$ cat config.mk
export PLATFORM = sky130hd
export DESIGN_NAME = filter_channel_scan_mux
export DESIGN_NICKNAME = d
export VERILOG_FILES = /design/src/core/scan_mux_pkg.sv /design/src/core/spi_write_if.sv /design/src/core/filter_channel_scan_mux.sv /design/src/core/spi_fanout.sv
export SDC_FILE = /design/constraint.sdc
export NUM_CORES = 1
export LEC_CHECK = 0
export BUFFER_PORTS_ARGS = -buffer_cell sky130_fd_sc_hd__buf_2
export CAP_MARGIN = 10
export CORE_ASPECT_RATIO = 1.5
export CORE_MARGIN = 2
export CORE_UTILIZATION = 55
export DETAILED_ROUTE_END_ITERATION = 7
export GPL_TIMING_DRIVEN = 0
export PLACE_DENSITY = 0.85
export SYNTH_ARGS = -nofsm -noshare
export SYNTH_HDL_FRONTEND = slang
export SYNTH_SLANG_ARGS = --single-unit
$ cat constraint.sdc
create_clock -name clk_sys -period 2.2 [get_ports clk_sys]
set_input_delay 0.11 -clock clk_sys [delete_from_list [all_inputs] [get_ports clk_sys]]
set_output_delay 0.11 -clock clk_sys [all_outputs]
set_load 0.03 [all_outputs]
$ cat src/core/scan_mux_pkg.sv
// constants shared by the crate scan sequencer and its serial fan-out
// assumes a 100 MHz system clock; all link pins arrive asynchronously
package scan_mux_pkg;

    // ************************************************************
    // clock and timing
    // ************************************************************
    localparam int CLK_PERIOD_NS = 10;
    localparam int CHANNEL_PERIOD_NS = 1000;
    localparam int DISCHARGE_NOM_US = 100;
    // longest time, so rounded down; never below one cycle
    localparam int DISCHARGE_CYCLES_CALC = (DISCHARGE_NOM_US * 1000) / CLK_PERIOD_NS;
    localparam int DISCHARGE_CYCLES = (DISCHARGE_CYCLES_CALC < 1) ? 1 : DISCHARGE_CYCLES_CALC;
    localparam int DISCHARGE_CNT_W = 16;

    // ************************************************************
    // crate geometry
    // ************************************************************
    localparam int NUM_CHANNELS = 512;
    localparam int NUM_CARDS = 16;
    localparam int CHANS_PER_CARD = 32;
    localparam int MUX8_WAYS = 8;
    localparam int CARD_W = 4;
    localparam int CHAN_W = 5;
    localparam int COUNT_W = 9;
    localparam int MUX8_SEL_W = 3;
    localparam int MUX6_SEL_W = 3;
    localparam int NUM_PLLS = 4;

    // ************************************************************
    // control interface
    // ************************************************************
    localparam int CMD_DATA_W = 8;
    typedef enum logic [1:0]
    {
        OP_LOAD_CARD = 2'h0,
        OP_LOAD_CHANNEL = 2'h1,
        OP_INCREMENT = 2'h2,
        OP_WRITE_SPI = 2'h3
    } cmd_op_type;

    // ************************************************************
    // serial fan-out register layout, two sets of four lines
    // ************************************************************
    localparam int SPI_REG_W = 8;
    localparam int SPI_SET_W = 4;
    localparam int SPI_CLOCK_BIT = 0;
    localparam int SPI_ENABLE_BIT = 1;
    localparam int SPI_DATA_BIT = 2;
    localparam int SPI_ADR_BIT = 3;
    localparam int SPI_CONV_LSB = 0;
    localparam int SPI_FILT_LSB = 4;
    localparam logic [7:0] SPI_RESET = 8'h00;

endpackage

$ cat src/core/spi_write_if.sv
// carries one register write from the sequencer to the serial fan-out
// assumes both ends run on clk_sys
`timescale 1ns/1ps
interface spi_write_if;
    import scan_mux_pkg::*;
    logic wr;
    logic [SPI_REG_W-1:0] data;
    modport ctrl
    (
        output wr,
        output data
    );
    modport fan
    (
        input wr,
        input data
    );
endinterface

$ cat src/core/filter_channel_scan_mux.sv
// scan sequencer of the card_select_board in a 512-channel filter crate
// assumes link pins are asynchronous to clk_sys; scan clock is much slower
//
// Functional notes
// - step all 512 channels, one per microsecond
// - two-stage select: 32 channels, 16 cards
// - counter order gives ascending RF frequency
// - isolate integrators before scanning starts
// - discharge pulse after readout, at most 100us
// - five 8-way selectors feed a sixth
// - load card, load channel, increment, SPI write
// - scan clock plus enable increments channel
// - bit-swap channel number onto buses
// - 8-bit register, two four-line SPI sets
// - adr line marks address load
// - error readback: missing cards, PLL unlock
// - per-channel offset DACs loaded serially
// - backplane carries accumulate, discharge, selects
`timescale 1ns/1ps
module filter_channel_scan_mux
    import scan_mux_pkg::*;
#(
    parameter int DISCHARGE_MAX_CYCLES = DISCHARGE_CYCLES
)
(
    input wire logic clk_sys, // system clock
    input wire logic arst_n, // async reset, active low
    input wire logic scan_clk, // link scan clock pin
    input wire logic scan_en, // link scan enable pin
    input wire logic frame_sync, // link frame sync pin
    input wire logic accumulate_in, // link accumulate pin
    input wire logic discharge_in, // link discharge pin
    input wire logic cmd_strobe, // control strobe pin
    input wire logic [1:0] cmd_op, // control operation pins
    input wire logic [CMD_DATA_W-1:0] cmd_data, // control data pins
    input wire logic [NUM_CARDS-1:0] card_fault, // wrong or missing card pins
    input wire logic [NUM_PLLS-1:0] pll_unlock, // converter pll unlock pins
    output logic [CARD_W-1:0] card_bus, // swapped card select bus
    output logic [CHAN_W-1:0] chan_bus, // swapped channel select bus
    output logic [CARD_W-1:0] video_sel, // local 16-way video select
    output logic [MUX8_SEL_W-1:0] mux8_sel, // first-level 8-way select
    output logic [MUX6_SEL_W-1:0] mux6_sel, // second-level chip select
    output logic accumulate_bp, // accumulate to filter cards
    output logic discharge_bp, // discharge to filter cards
    output logic detector_connect, // integrators tied to detectors
    output logic [SPI_SET_W-1:0] conv_spi, // converter card serial lines
    output logic [SPI_SET_W-1:0] filt_spi, // filter card serial lines
    output logic error_readback // any crate fault
);

    // ************************************************************
    // input synchronisers
    // ************************************************************
    localparam int SYNC_W = 6 + 2 + CMD_DATA_W + NUM_CARDS + NUM_PLLS;

    logic [SYNC_W-1:0] pin_raw;
    logic [SYNC_W-1:0] pin_meta;
    logic [SYNC_W-1:0] pin_sync;

    assign pin_raw = {pll_unlock, card_fault, cmd_data, cmd_op, cmd_strobe,
        discharge_in, accumulate_in, frame_sync, scan_en, scan_clk};

    genvar gi;
    generate
        for (gi = 0; gi < SYNC_W; gi++)
        begin : g_sync
            always_ff @(posedge clk_sys or negedge arst_n)
            begin
                if (!arst_n)
                begin
                    pin_meta[gi] <= 1'b0;
                    pin_sync[gi] <= 1'b0;
                end
                else
                begin
                    pin_meta[gi] <= pin_raw[gi];
                    pin_sync[gi] <= pin_meta[gi];
                end
            end
        end
    endgenerate

    logic scan_clk_s;
    logic scan_en_s;
    logic frame_sync_s;
    logic accumulate_s;
    logic discharge_s;
    logic cmd_strobe_s;
    cmd_op_type cmd_op_s;
    logic [CMD_DATA_W-1:0] cmd_data_s;
    logic [NUM_CARDS-1:0] card_fault_s;
    logic [NUM_PLLS-1:0] pll_unlock_s;

    assign scan_clk_s = pin_sync[0];
    assign scan_en_s = pin_sync[1];
    assign frame_sync_s = pin_sync[2];
    assign accumulate_s = pin_sync[3];
    assign discharge_s = pin_sync[4];
    assign cmd_strobe_s = pin_sync[5];
    assign cmd_op_s = cmd_op_type'(pin_sync[7:6]);
    assign cmd_data_s = pin_sync[8 +: CMD_DATA_W];
    assign card_fault_s = pin_sync[8 + CMD_DATA_W +: NUM_CARDS];
    assign pll_unlock_s = pin_sync[8 + CMD_DATA_W + NUM_CARDS +: NUM_PLLS];

    // ************************************************************
    // edge detection state
    // ************************************************************
    logic scan_clk_prev;
    logic frame_sync_prev;
    logic cmd_strobe_prev;
    logic next_scan_clk_prev;
    logic next_frame_sync_prev;
    logic next_cmd_strobe_prev;
    logic scan_step;
    logic frame_start;
    logic cmd_take;
    logic scan_window;

    // stepping only once integrators are isolated
    assign scan_window = !accumulate_s && !discharge_s;
    assign scan_step = scan_clk_s && !scan_clk_prev && scan_en_s && scan_window;
    assign frame_start = frame_sync_s && !frame_sync_prev;
    // data pins are stable while the strobe rises, and pass the same two stages
    assign cmd_take = cmd_strobe_s && !cmd_strobe_prev;

    always_comb
    begin
        next_scan_clk_prev = scan_clk_s;
        next_frame_sync_prev = frame_sync_s;
        next_cmd_strobe_prev = cmd_strobe_s;
    end

    always_ff @(posedge clk_sys or negedge arst_n)
    begin
        if (!arst_n)
        begin
            scan_clk_prev <= 1'b0;
            frame_sync_prev <= 1'b0;
            cmd_strobe_prev <= 1'b0;
        end
        else
        begin
            scan_clk_prev <= next_scan_clk_prev;
            frame_sync_prev <= next_frame_sync_prev;
            cmd_strobe_prev <= next_cmd_strobe_prev;
        end
    end

    // ************************************************************
    // channel and card counter
    // ************************************************************
    logic [COUNT_W-1:0] count;
    logic [COUNT_W-1:0] next_count;
    logic spi_wr;
    logic next_spi_wr;
    logic [SPI_REG_W-1:0] spi_data;
    logic [SPI_REG_W-1:0] next_spi_data;

    // frame sync outranks commands, commands outrank scan steps
    always_comb
    begin
        next_count = count;
        next_spi_wr = 1'b0;
        next_spi_data = spi_data;
        if (frame_start)
        begin
            next_count = '0;
        end
        else if (cmd_take)
        begin
            unique case (cmd_op_s)
                OP_LOAD_CARD:
                begin
                    next_count = {cmd_data_s[CARD_W-1:0], count[CHAN_W-1:0]};
                end
                OP_LOAD_CHANNEL:
                begin
                    next_count = {count[COUNT_W-1:CHAN_W], cmd_data_s[CHAN_W-1:0]};
                end
                OP_INCREMENT:
                begin
                    next_count = count + 9'h001;
                end
                OP_WRITE_SPI:
                begin
                    next_spi_wr = 1'b1;
                    next_spi_data = cmd_data_s;
                end
            endcase
        end
        else if (scan_step)
        begin
            // one channel per scan clock, wraps after 512
            next_count = count + 9'h001;
        end
    end

    always_ff @(posedge clk_sys or negedge arst_n)
    begin
        if (!arst_n)
        begin
            count <= '0;
            spi_wr <= 1'b0;
            spi_data <= SPI_RESET;
        end
        else
        begin
            count <= next_count;
            spi_wr <= next_spi_wr;
            spi_data <= next_spi_data;
        end
    end

    // ************************************************************
    // select outputs
    // ************************************************************
    function automatic logic [CARD_W-1:0] swap_card(input logic [CARD_W-1:0] v);
        logic [CARD_W-1:0] r;
        r = '0;
        for (int i = 0; i < CARD_W; i++)
        begin
            r[i] = v[CARD_W-1-i];
        end
        return r;
    endfunction

    function automatic logic [CHAN_W-1:0] swap_chan(input logic [CHAN_W-1:0] v);
        logic [CHAN_W-1:0] r;
        r = '0;
        for (int i = 0; i < CHAN_W; i++)
        begin
            r[i] = v[CHAN_W-1-i];
        end
        return r;
    endfunction

    logic [CARD_W-1:0] next_card_bus;
    logic [CHAN_W-1:0] next_chan_bus;
    logic [CARD_W-1:0] next_video_sel;
    logic [MUX8_SEL_W-1:0] next_mux8_sel;
    logic [MUX6_SEL_W-1:0] next_mux6_sel;

    always_comb
    begin
        next_card_bus = swap_card(next_count[COUNT_W-1:CHAN_W]);
        next_chan_bus = swap_chan(next_count[CHAN_W-1:0]);
        // card stage picks 1 of 16
        next_video_sel = next_count[COUNT_W-1:CHAN_W];
        // low bits pick the 8-way input
        next_mux8_sel = next_count[MUX8_SEL_W-1:0];
        // fifth selector holds only reference levels, never reached by the scan
        next_mux6_sel = {1'b0, next_count[CHAN_W-1:MUX8_SEL_W]};
        // counter upper bits follow frequency order
    end

    // ************************************************************
    // accumulate, discharge and fault lines
    // ************************************************************
    logic [DISCHARGE_CNT_W-1:0] dis_cnt;
    logic [DISCHARGE_CNT_W-1:0] next_dis_cnt;
    logic next_accumulate_bp;
    logic next_discharge_bp;
    logic next_detector_connect;
    logic next_error_readback;

    always_comb
    begin
        next_dis_cnt = '0;
        next_discharge_bp = 1'b0;
        if (discharge_s)
        begin
            // pulse follows input, cut at nominal length
            if (dis_cnt < DISCHARGE_CNT_W'(DISCHARGE_MAX_CYCLES))
            begin
                next_dis_cnt = dis_cnt + 16'h0001;
                next_discharge_bp = 1'b1;
            end
            else
            begin
                next_dis_cnt = dis_cnt;
            end
        end
        next_accumulate_bp = accumulate_s;
        next_detector_connect = accumulate_s;
        next_error_readback = |card_fault_s || |pll_unlock_s;
    end

    always_ff @(posedge clk_sys or negedge arst_n)
    begin
        if (!arst_n)
        begin
            dis_cnt <= '0;
            card_bus <= '0;
            chan_bus <= '0;
            video_sel <= '0;
            mux8_sel <= '0;
            mux6_sel <= '0;
            accumulate_bp <= 1'b0;
            discharge_bp <= 1'b0;
            detector_connect <= 1'b0;
            error_readback <= 1'b0;
        end
        else
        begin
            dis_cnt <= next_dis_cnt;
            card_bus <= next_card_bus;
            chan_bus <= next_chan_bus;
            video_sel <= next_video_sel;
            mux8_sel <= next_mux8_sel;
            mux6_sel <= next_mux6_sel;
            accumulate_bp <= next_accumulate_bp;
            discharge_bp <= next_discharge_bp;
            detector_connect <= next_detector_connect;
            error_readback <= next_error_readback;
        end
    end

    // ************************************************************
    // serial fan-out
    // ************************************************************
    spi_write_if spi_link();

    assign spi_link.wr = spi_wr;
    assign spi_link.data = spi_data;

    spi_fanout u_spi_fanout
    (
        .clk_sys(clk_sys),
        .arst_n(arst_n),
        .wr_port(spi_link.fan),
        .conv_set(conv_spi),
        .filt_set(filt_spi)
    );

endmodule

$ cat src/core/spi_fanout.sv
// eight-bit serial line register feeding converter and filter cards
// assumes writes arrive as one-cycle pulses on clk_sys
`timescale 1ns/1ps
module spi_fanout
    import scan_mux_pkg::*;
(
    input wire logic clk_sys, // system clock
    input wire logic arst_n, // async reset
    spi_write_if.fan wr_port, // register write
    output logic [SPI_SET_W-1:0] conv_set, // converter card lines
    output logic [SPI_SET_W-1:0] filt_set // filter card lines
);

    logic [SPI_REG_W-1:0] spi_reg;
    logic [SPI_REG_W-1:0] next_spi_reg;

    always_comb
    begin
        next_spi_reg = spi_reg;
        if (wr_port.wr)
        begin
            next_spi_reg = wr_port.data;
        end
    end

    always_ff @(posedge clk_sys or negedge arst_n)
    begin
        if (!arst_n)
        begin
            spi_reg <= SPI_RESET;
        end
        else
        begin
            spi_reg <= next_spi_reg;
        end
    end

    assign conv_set = spi_reg[SPI_CONV_LSB +: SPI_SET_W];
    assign filt_set = spi_reg[SPI_FILT_LSB +: SPI_SET_W];

endmodule

Word-level counts from Yosys, hierarchy flattened

Index checks and enable logic that the tools add are counted.

Register bits after elaboration: 138
Bits of input ports: 38
Output and inout bits: 31
Logic and storage cells: 123

Add/subtract/negate cells: 2
$lt $le $gt $ge: 1
Equal/unequal tests: 4
Muxes and demuxes: 11
Bitwise operators: 1
Reductions and logical operators: 16

Operators by type and width:

| kind                                                  | number |
|---|---|
| two-way mux 16 bit                                    | 2 |
| two-way mux 9 bit                                     | 3 |
| case mux 9 bit (3 select lines)                       | 1 |
| adder 16 x 1 -> 16 bit, second input constant         | 1 |
| < comparator 16 x 14 -> 1 bit, second input constant  | 1 |
| OR reduction 16 bit                                   | 1 |
| adder 9 x 1 -> 9 bit, second input constant           | 1 |
| logical AND 1 bit                                     | 6 |
| logical NOT 1 bit                                     | 5 |
| two-way mux 1 bit                                     | 5 |
| == test 2 bit, second input constant                  | 2 |
| OR reduction 4 bit                                    | 1 |
| AND reduction 3 bit                                   | 1 |
| == test 2 x 1 -> 1 bit, second input constant         | 1 |
| logical NOT 2 bit                                     | 1 |
| inequality test 2 x 1 -> 1 bit, second input constant | 1 |
| logical OR 1 bit                                      | 1 |
| NOT 1 bit                                             | 1 |

Depth between registers and ports, before layout

Gate-level depths: netlist of run 1.

Depth in word-level cells: 7
Depth in mapped cells: 6
Mapped depth without buffers: 6

Hierarchy

A second synthesis of run 1 with hierarchy kept.

Cells, all modules: 313
Area total of the unflattened synthesis: 4,420.5 um^2

By module, submodules not included:

| module                  | instances | cells each | area an instance (um^2) | sequential area each (um^2) |
|---|---|---|---|---|
| filter_channel_scan_mux | 1         | 296        | 4,088.9                 | 2,802.7 |
| spi_fanout              | 1         | 17         | 331.6                   | 200.2 |

Least setup slack after synthesis of run 1

OpenSTA, ideal clock, no wires.

Path type: register to register
From: register dis_cnt[6]
To: register dis_cnt[5]
Library setup time: 79 ps
Arrival: 1,667 ps
Required time: 2,121 ps
Path slack: 454 ps
Cell stages (with the launch flop): 6
Buffers on the path: 0
Period minus slack after synthesis: 1,746 ps
Cell sequence: dfrtp_1 -> nor4_2 -> o21ai_2 -> a2111oi_4 -> and3_1 -> mux2i_1

Cells in the longest elaborated chain, start to end: 2

RTL lines:

| element                                         | line                           | source |
|---|---|---|
| start: declaration                              | filter_channel_scan_mux.sv:259 | `logic [DISCHARGE_CNT_W-1:0] dis_cnt;` |
| start signal: assignment                        | filter_channel_scan_mux.sv:305 | `dis_cnt <= next_dis_cnt;` |
| < comparator 16 x 14 -> 1 bit                   | filter_channel_scan_mux.sv:273 | `if (dis_cnt < DISCHARGE_CNT_W'(DISCHARGE_MAX_CYCLES))` |
| inequality test 2 x 1 -> 1 bit (no source line) | -                              |  |

Every way passes these cells.
A chain may end at the register's enable or synchronous reset.

Worst setup path in the final report of run 1

Ends and elaborated chain as after synthesis.

==> results of run 1 <==
## where the power goes
part	leakage (uW)	internal [uW]	switching, uW
Sequential	0.00146	2380	100
Combinational	0.000985	219	306
Clock	0.000262	1660	1030
Total	0.00271	4250	1440
## area by class of cell
class	count	area, um^2
multi-input cells	168	1170
inverters	3	11.3
well taps	102	128
flip-flops and latches	120	3000
clock inverters	11	126
clock buffers	19	433
fillers	455	1900
repair buffers	105	736
plain buffers	18	109
## path summary, 6_finish.rpt
path	end	slack, ns	start
max	dis_cnt[5]	0.12	dis_cnt[6]
min	pin_sync[34]	0.26	arst_n
max reg2reg	dis_cnt[5]	0.12	dis_cnt[6]
min reg2reg	cmd_data_s[6]	0.34	pin_meta[14]
max in group asynchronous	u_spi_fanout.spi_reg[1]	1.18	arst_n
min in group clk_sys	pin_meta[9]	0.33	cmd_data[1]
## per-stage QoR
step	cells	setup slack, ns	TNS [ns]	power (uW)
final	546	0.124	0	5680
after global routing	546	0.0238	0	5860
after CTS	546	0.204	0	5660
after detailed placement	479	0.267	0	2960
after global placement	478	-0.235	-27.02	2930
after floorplan	309	0.454	0	2770
## placed cells by master (no fill, tap or decap), drive strengths merged, types with 3 or more instances in the layout
| cell | netlist | routed |
|---|---|---|
| o32a | 4 | 4 |
| nand2b | 10 | 10 |
| a22o | 5 | 5 |
| inv | 3 | 5 |
| clkinv | 0 | 3 |
| xor2 | 4 | 4 |
| clkbuf | 5 | 24 |
| nor2 | 5 | 5 |
| clkinvlp | 0 | 4 |
| o21ai | 5 | 5 |
| mux2i | 15 | 15 |
| dfrtp | 120 | 120 |
| nand4 | 4 | 4 |
| nand2 | 37 | 37 |
| and3 | 5 | 5 |
| o32ai | 3 | 3 |
| o22ai | 6 | 6 |
| a21oi | 6 | 6 |
| buf | 13 | 81 |
| nand3 | 10 | 10 |
| mux2 | 13 | 13 |
| nor2b | 3 | 3 |
| and2 | 9 | 9 |
| nor4 | 6 | 6 |
| dlygate4sd3 | 0 | 37 |
## cells by family (layout without fill, tap and decap cells)
kind of cell	Yosys count	after routing	synth area share, %
flops	120	120	70.0
simple gates	98	98	12.4
compound gates	34	34	6.27
mux	28	28	6.91
buf+inv	21	156	2.80
xor+xnor	5	5	1.02
fa+ha+maj	2	2	0.583
other cells	1	1	0.0874
## critical path: stages (launching register included)
cell       delay (ns)
dfrtp_1          0.44
nor4_2           0.36
o21ai_2          0.17
a2111oi_4        0.59
and3_1           0.25
mux2i_1          0.18
## per-layer routing
metal | part of all wire [%] | global-route usage (%) | up-vias
met2 | 56 | 49.0 | 137
met5 | 0 | 0 | -
met4 | 4.4 | 16.0 | 0
met3 | 5.1 | 7.64 | 34
met1 | 34 | 28.8 | 1466
li1 | - | - | 1319
==> impl_metrics.tcl, run 1 <==
set metrics [dict create \
    io_pins 69 \
    die_w_um 76.1 \
    synth.most_common_cell "dfrtp_1" \
    clkSinkCount 120 \
    synthDistinctLibCells 42 \
    synth_top_area_share_pct 70.0 \
    port_buffers 67 \
    insertion_delay_ns 0.42 \
    fin_area_um2 5720 \
    outcome "completed" \
    post_drt_wl_per_cell_um 18.9 \
    antenna-diode-count 0 \
    ys_top_cells_by_count "dfrtp_1 (120), nand2_1 (37), mux2i_1 (15)" \
    ys_ff_latch 120 \
    rows 39 \
    firstDrtPassIters 4 \
    dieArea_um2 8540 \
    holdWs_ns 0.257 \
    clockBufferDepth 2 \
    hold_viol 0 \
    path_clk_slew_ns 0.06 \
    post_cts_buffers 0 \
    die_h_um 112 \
    drc 0 \
    syn-num-nets 349 \
    antenna_found_initial 0 \
    worstRegToRegCells 5 \
    rsz0062_at_grt "false" \
    grt_start_max_net_pins 77 \
    synth_warnings 0 \
    grt_pass1_wl_um 17100 \
    min_period_ns 2.08 \
    avgSynthCellArea_um2 13.9 \
    yosys.area.top_type "dfrtp_1" \
    dp_hpwl_um 4950 \
    ys_seq_area_share_pct 70.0 \
    dpl_cell_area_um2 4790 \
    vdd_drop_max_v 0.000887 \
    cts_buffers 17 \
    async_flop_share_pct 100 \
    timing.final.crit_share_pct 94.4 \
    synth-edff-count 0 \
    max_flop_register "pin_meta" \
    drive_gt1_share_pct 28.8 \
    vias 2956 \
    largest_reg_flops 36 \
    syn_area_um2 4290 \
    cp_max_fo 6 \
    final_max_slew_viol_count 0 \
    crit_arrival_ns 2.41 \
    nets 473 \
    cts.repair.resized 0 \
    hp-class "input port to async pin" \
    required_ns 2.53 \
    postRouteWirelength_um 10300 \
    areaGrowthSynthToFinish_pct 33.1 \
    worst_pin_slew_ns 0.644 \
    start_util_pct 56.4 \
    drtAntennaViolNets 0 \
    synthFlopType "dfrtp_1" \
    grt-ovfl-total 0 \
    cp-end-kind "register" \
    cts_tree "done" \
    crit_type "register to register" \
    cp-start-kind "register" \
    gp_congestion 0.839 \
    avgViaCountPerCell 5.41 \
    grt_util_all_layers_pct 27.4 \
    fin_util_pct 75.1 \
    setup_viol 0 \
    p_leak_uw 0.00271 \
    maxSlewHeadroom_pct 57.1 \
    holdBufCountCts 37 \
    clock.fmax_mhz 482 \
    cap_violations 0 \
    power_density_nw_per_um2 995 \
    synth_area_leaders "dfrtp_1 (70%), mux2i_1 (3.5%), mux2_2 (3.4%)" \
    syn_inst 309 \
    grt_pass1_vias 3298 \
    cts_root_buf "clkbuf_16" \
    cts-htree-levels 4 \
    skew_ns 0.00920 \
    first_iter_violations 250 \
    core-area_um2 7610 \
]
(Power assumes the default switching activity.)
==> run 2: changes to the inputs <==
Settings changed: CORE_ASPECT_RATIO 1.5 to 0.75.
==> impl_metrics.tcl, run 2 (same netlist as run 1, synthesis figures left out) <==
set metrics [dict create \
    outcome "completed" \
    power_density_nw_per_um2 996 \
    antenna_found_initial 0 \
    top_usage_layer "met2" \
    hp-class "input port to async pin" \
    gp_congestion 0.834 \
    areaGrowthSynthToFinish_pct 33.8 \
    clkSinkCount 120 \
    skew_ns 0.0105 \
    fin_util_pct 77.0 \
    grt_util_all_layers_pct 22.8 \
    holdWs_ns 0.188 \
    met3_usage_pct 7.06 \
    worst_pin_slew_ns 0.743 \
    dieArea_um2 8540 \
    die_h_um 80.5 \
    grt-ovfl-total 0 \
    post_cts_buffers 0 \
    cp_max_fo 6 \
    cts_root_buf "clkbuf_8" \
    cts_tree "done" \
    die_w_um 106 \
    cts.repair.resized 0 \
    finalPower_uw 5730 \
    cts-htree-levels 4 \
    path_clk_slew_ns 0.06 \
    final_cell_mix "dfrtp_1 (120), buf_2 (66), nand2_1 (37), dlygate4sd3_1 (37), clkbuf_16 (16)" \
    final_max_slew_viol_count 0 \
    cts_buffers 17 \
    grt_util_met2_pct 41.6 \
    start_util_pct 57.5 \
    first_iter_violations 177 \
    dp_hpwl_um 4830 \
    max_flop_register "pin_meta" \
    vdd_drop_max_v 0.000638 \
    grt_start_max_net_pins 66 \
    vias 2890 \
    hold_viol 0 \
    crit_arrival_ns 2.44 \
    setup_viol 0 \
    grt_pass1_vias 2956 \
    largest_reg_flops 36 \
    tns_ns 0 \
    core-area_um2 7470 \
    clock.fmax_mhz 496 \
    crit_type "register to register" \
    p_leak_uw 0.00273 \
    post_drt_wl_per_cell_um 16.0 \
    cap_violations 0 \
    timing.final.crit_share_pct 91.6 \
    avgViaCountPerCell 5.30 \
    clockBufferDepth 2 \
    port_buffers 67 \
    drtAntennaViolNets 0 \
    use_met1_pct 25.1 \
    antenna-diode-count 0 \
    cp-end-kind "register" \
    postRouteWirelength_um 8750 \
    rsz0062_at_grt "false" \
    layout_commonest_cell "dfrtp_1" \
    cp-start-kind "register" \
    rows 27 \
    firstDrtPassIters 4 \
    min_period_ns 2.01 \
    grt_pass1_wl_um 14400 \
    nets 473 \
    drive_gt1_share_pct 29.3 \
    maxSlewHeadroom_pct 50.2 \
    io_pins 69 \
    numPlacedInstances 478 \
    insertion_delay_ns 0.51 \
    drc 0 \
    holdBufCountCts 37 \
    required_ns 2.63 \
    stdcell_count 545 \
]
-- run 2: changes by cell type in the layout (fill, tap and decap cells not counted) --
cell / change
clkbuf_8: +3
clkbuf_1: -2
bufinv_16: +1
clkbuf_16: -1
clkinv_4: +1
clkinvlp_4: -1
inv_6: -1
-- run 2: per-stage QoR --
step / setup slack (ns) / area [um^2]
final: 0.185 / 5750
after CTS: 0.191 / 5750
after floorplan: 0.454 / 4290
after global placement: -0.262 / 4750
after global routing: 0.0627 / 5750
after detailed placement: 0.267 / 4780
-- run 2: worst paths after layout --
path,startpoint,end,slack (ns),cells past startpoint
max in group asynchronous,arst_n,card_fault_s[13],1.28,3
min reg2reg,pin_meta[8],cmd_data_s[0],0.34,0
min in group clk_sys,card_fault[3],pin_meta[19],0.23,2
max reg2reg,dis_cnt[6],dis_cnt[5],0.19,5
min,arst_n,spi_data[2],0.19,2
max,dis_cnt[6],dis_cnt[5],0.19,5
-- run 2: power by group --
| group | switching, uW | leakage, uW | total (uW) | internal [uW] |
|---|---|---|---|---|
| logic | 304 | 0.000985 | 523 | 219 |
| clock network | 962 | 0.000282 | 2730 | 1770 |
| registers | 92.3 | 0.00146 | 2470 | 2380 |
-- run 2: worst max-delay path, cell delays in order, from the launching register on --
cell,delay [ns]
dfrtp_1,0.43
nor4_2,0.33
o21ai_2,0.16
a2111oi_4,0.58
and3_1,0.25
mux2i_1,0.18
-- run 2: routing by layer --
layer  routed length, um  part of all wire [%]  vias to the layer above
met2                4580                    52                      114
met4                 170                   1.9                        0
li1                    -                     -                     1320
met1                3490                    40                     1436
met5                   0                     0                        -
met3                 501                   5.7                       20
-- run 2: layout make-up --
class / instances / area [um^2]
plain buffers: 18 / 109
flip-flops and latches: 120 / 3000
repair buffers: 105 / 736
inverters: 3 / 11.3
clock buffers: 19 / 442
fillers: 441 / 1720
well taps: 101 / 126
clock inverters: 11 / 149
multi-input cells: 168 / 1170
==> run 3: changes to the inputs <==
Settings changed: ABC_AREA from default to 1, PLACE_DENSITY 0.85 to 0.77.
==> impl_metrics.tcl, run 3 <==
set metrics [dict create \
    synth_xor_area_share_pct 0.763 \
    synth_top_area_share_pct 65.4 \
    syn_area_um2 4590 \
    cts-htree-levels 4 \
    power_density_nw_per_um2 938 \
    slowest_stage "dfrtp_1" \
    post_cts_buffers 0 \
    cts_tree "done" \
    avgSynthCellArea_um2 10.2 \
    cp_max_fo 5 \
    gp_congestion 0.909 \
    synthAdderAreaFrac_pct 0.545 \
    place_ws_ns 0.649 \
    avgViaCountPerCell 5.04 \
    antenna_found_initial 0 \
    syn_inst 450 \
    synthFlopType "dfrtp_1" \
    clockBufferDepth 2 \
    die_h_um 83.1 \
    crit_type "register to register" \
    synthDistinctLibCells 27 \
    worst_pin_slew_ns 0.563 \
    path_delay_family "simple AND/OR/NAND/NOR gates" \
    post_drt_wl_per_cell_um 14.1 \
    setup.worst_path.end "dis_cnt[4]" \
    hp-class "input port to async pin" \
    cts_root_buf "clkbuf_8" \
    cpPeakStageDelay_ns 0.42 \
    grt_start_max_net_pins 78 \
    cts_buffers 17 \
    async_flop_share_pct 100 \
    vdd_drop_max_v 0.000942 \
    fillers 513 \
    hold_viol 0 \
    final_cell_mix "nand2_1 (146), dfrtp_1 (120), buf_2 (68), inv_1 (44), dlygate4sd3_1 (37)" \
    p_leak_uw 0.00302 \
    largest_reg_flops 36 \
    timing.rr.end "dis_cnt[4]" \
    synth_top_family_by_area "simple AND/OR/NAND/NOR gates" \
    synthSimpleGateAreaFrac_pct 21.5 \
    cts.repair.resized 0 \
    ys_top_cells_by_count "nand2_1 (146), dfrtp_1 (120), inv_1 (44)" \
    clkSinkCount 120 \
    dpl_cell_area_um2 5090 \
    layout_commonest_cell "nand2_1" \
    core-area_um2 7990 \
    crit_chain "ha_1 -> inv_1 -> nor2_1 -> xor2_1 -> nand3b_1 -> o21ai_0" \
    drive_gt1_share_pct 22.8 \
    grt_util_all_layers_pct 23.7 \
    syn-num-nets 490 \
    firstDrtPassIters 5 \
    synth_compound_area_share_pct 3.46 \
    fin_area_um2 6020 \
    r2r_slack_ns 0.60 \
    insertion_delay_ns 0.52 \
    synth-edff-count 0 \
    rsz0062_at_grt "false" \
    multi_input_area_um2 1300 \
    dp_hpwl_um 5840 \
    clock.fmax_mhz 625 \
    cp-end-kind "register" \
    numPlacedInstances 623 \
    maxSlewHeadroom_pct 62.5 \
    cp-start-kind "register" \
    grt_pass1_vias 3502 \
    cap_violations 0 \
    ys_ff_latch 120 \
    start_util_pct 57.5 \
    path_clk_slew_ns 0.06 \
    timing.final.crit_share_pct 72.7 \
    yosys.area.top_type "dfrtp_1" \
    areaGrowthSynthToFinish_pct 31.0 \
    synth.most_common_cell "nand2_1" \
    holdBufCountCts 37 \
    cp-startpoint "dis_cnt[0]" \
    dieArea_um2 9100 \
    grt-ovfl-total 0 \
    synth_warnings 0 \
    crit_arrival_ns 1.99 \
    max_flop_register "pin_meta" \
    io_pins 69 \
    final_max_slew_viol_count 0 \
    grt_pass1_wl_um 16300 \
    seq_area_um2 3000 \
    worstRegToRegCells 6 \
    synthMuxAreaShare_pct 1.96 \
    required_ns 2.59 \
    first_iter_violations 333 \
    vias 3490 \
    worst-path-buf-inv 1 \
    ys_seq_area_share_pct 65.4 \
    drc 0 \
    setup_slack_ns 0.600 \
    port_buffers 67 \
    stdcell_count 692 \
    min_period_ns 1.60 \
    setup_viol 0 \
    die_w_um 110 \
    outcome "completed" \
    rows 28 \
    nets 614 \
    skew_ns 0.0115 \
    drtAntennaViolNets 0 \
    postRouteWirelength_um 9750 \
    synth_area_leaders "dfrtp_1 (65%), nand2_1 (12%), inv_1 (3.6%)" \
    antenna-diode-count 0 \
    r2r-start "dis_cnt[0]" \
    crit_cells 6 \
]
-- run 3: changes by cell type in the layout (fill, tap and decap cells not counted), sizes merged, moves of 7 or more --
cell    previous run  this run
and2               9         1
nand2             37       148
nand2b            10         0
o21ai              5        12
nand3             10        23
nor2               5        35
nand4              4        14
inv                4        50
mux2i             15         0
-- run 3: logic make-up (layout without fill, tap and decap cells) --
kind of cell / Yosys count / count (layout)
simple gates: 229 / 229
xor+xnor: 4 / 4
buf+inv: 62 / 199
other cells: 1 / 1
compound gates: 24 / 24
fa+ha+maj: 2 / 2
mux: 8 / 8
flops: 120 / 120
-- run 3: per-stage QoR --
| stage | power (uW) | utilization [%] | TNS (ns) | hold slack (ns) |
|---|---|---|---|---|
| CTS | 5680 | 75.3 | 0 | 0.139 |
| floorplan | 2840 | - | 0 | -0.186 |
| detailed placement | 3070 | 63.7 | 0 | 0.142 |
| finish | 5640 | 75.3 | 0 | 0.136 |
| global route | 5890 | 75.3 | 0 | 0.215 |
| global placement | 3030 | 63.3 | -33.55 | 0.218 |
-- run 3: how the worst min path moves through the flow --
| stage | startpoint | endpoint | slack [ns] | cells past startpoint |
|---|---|---|---|---|
| floorplan | arst_n | accumulate_s | -0.19 | 0 |
| global placement | cmd_data[6] | pin_meta[14] | 0.22 | 1 |
| detailed placement | arst_n | count[2] | 0.14 | 1 |
| CTS | arst_n | count[1] | 0.14 | 2 |
| global route | arst_n | count[2] | 0.22 | 2 |
| finish | arst_n | count[2] | 0.14 | 2 |
-- run 3: final cells by class --
cell class | instances | share of cell area, %
Clock buffer | 17 | 6.88
Tap cell | 105 | 2.18
Timing Repair Buffer | 105 | 12.2
Multi-Input combinational cell | 268 | 21.6
Inverter | 45 | 2.81
Buffer | 17 | 1.98
Clock inverter | 15 | 2.37
Sequential cell | 120 | 49.9
-- run 3: report_power, final --
| part | switching [uW] | leakage (uW) | internal (uW) |
|---|---|---|---|
| Clock | 1040 | 0.000276 | 1520 |
| Combinational | 372 | 0.00128 | 233 |
| Sequential | 99.0 | 0.00146 | 2380 |
| Total | 1510 | 0.00302 | 4130 |
-- run 3: layer usage --
layer / GRT usage [%] / part of all wire, %
met1: 30.1 / 42
met2: 37.7 / 50
met3: 6.91 / 6.1
met4: 10.6 / 2.1
met5: 0 / 0
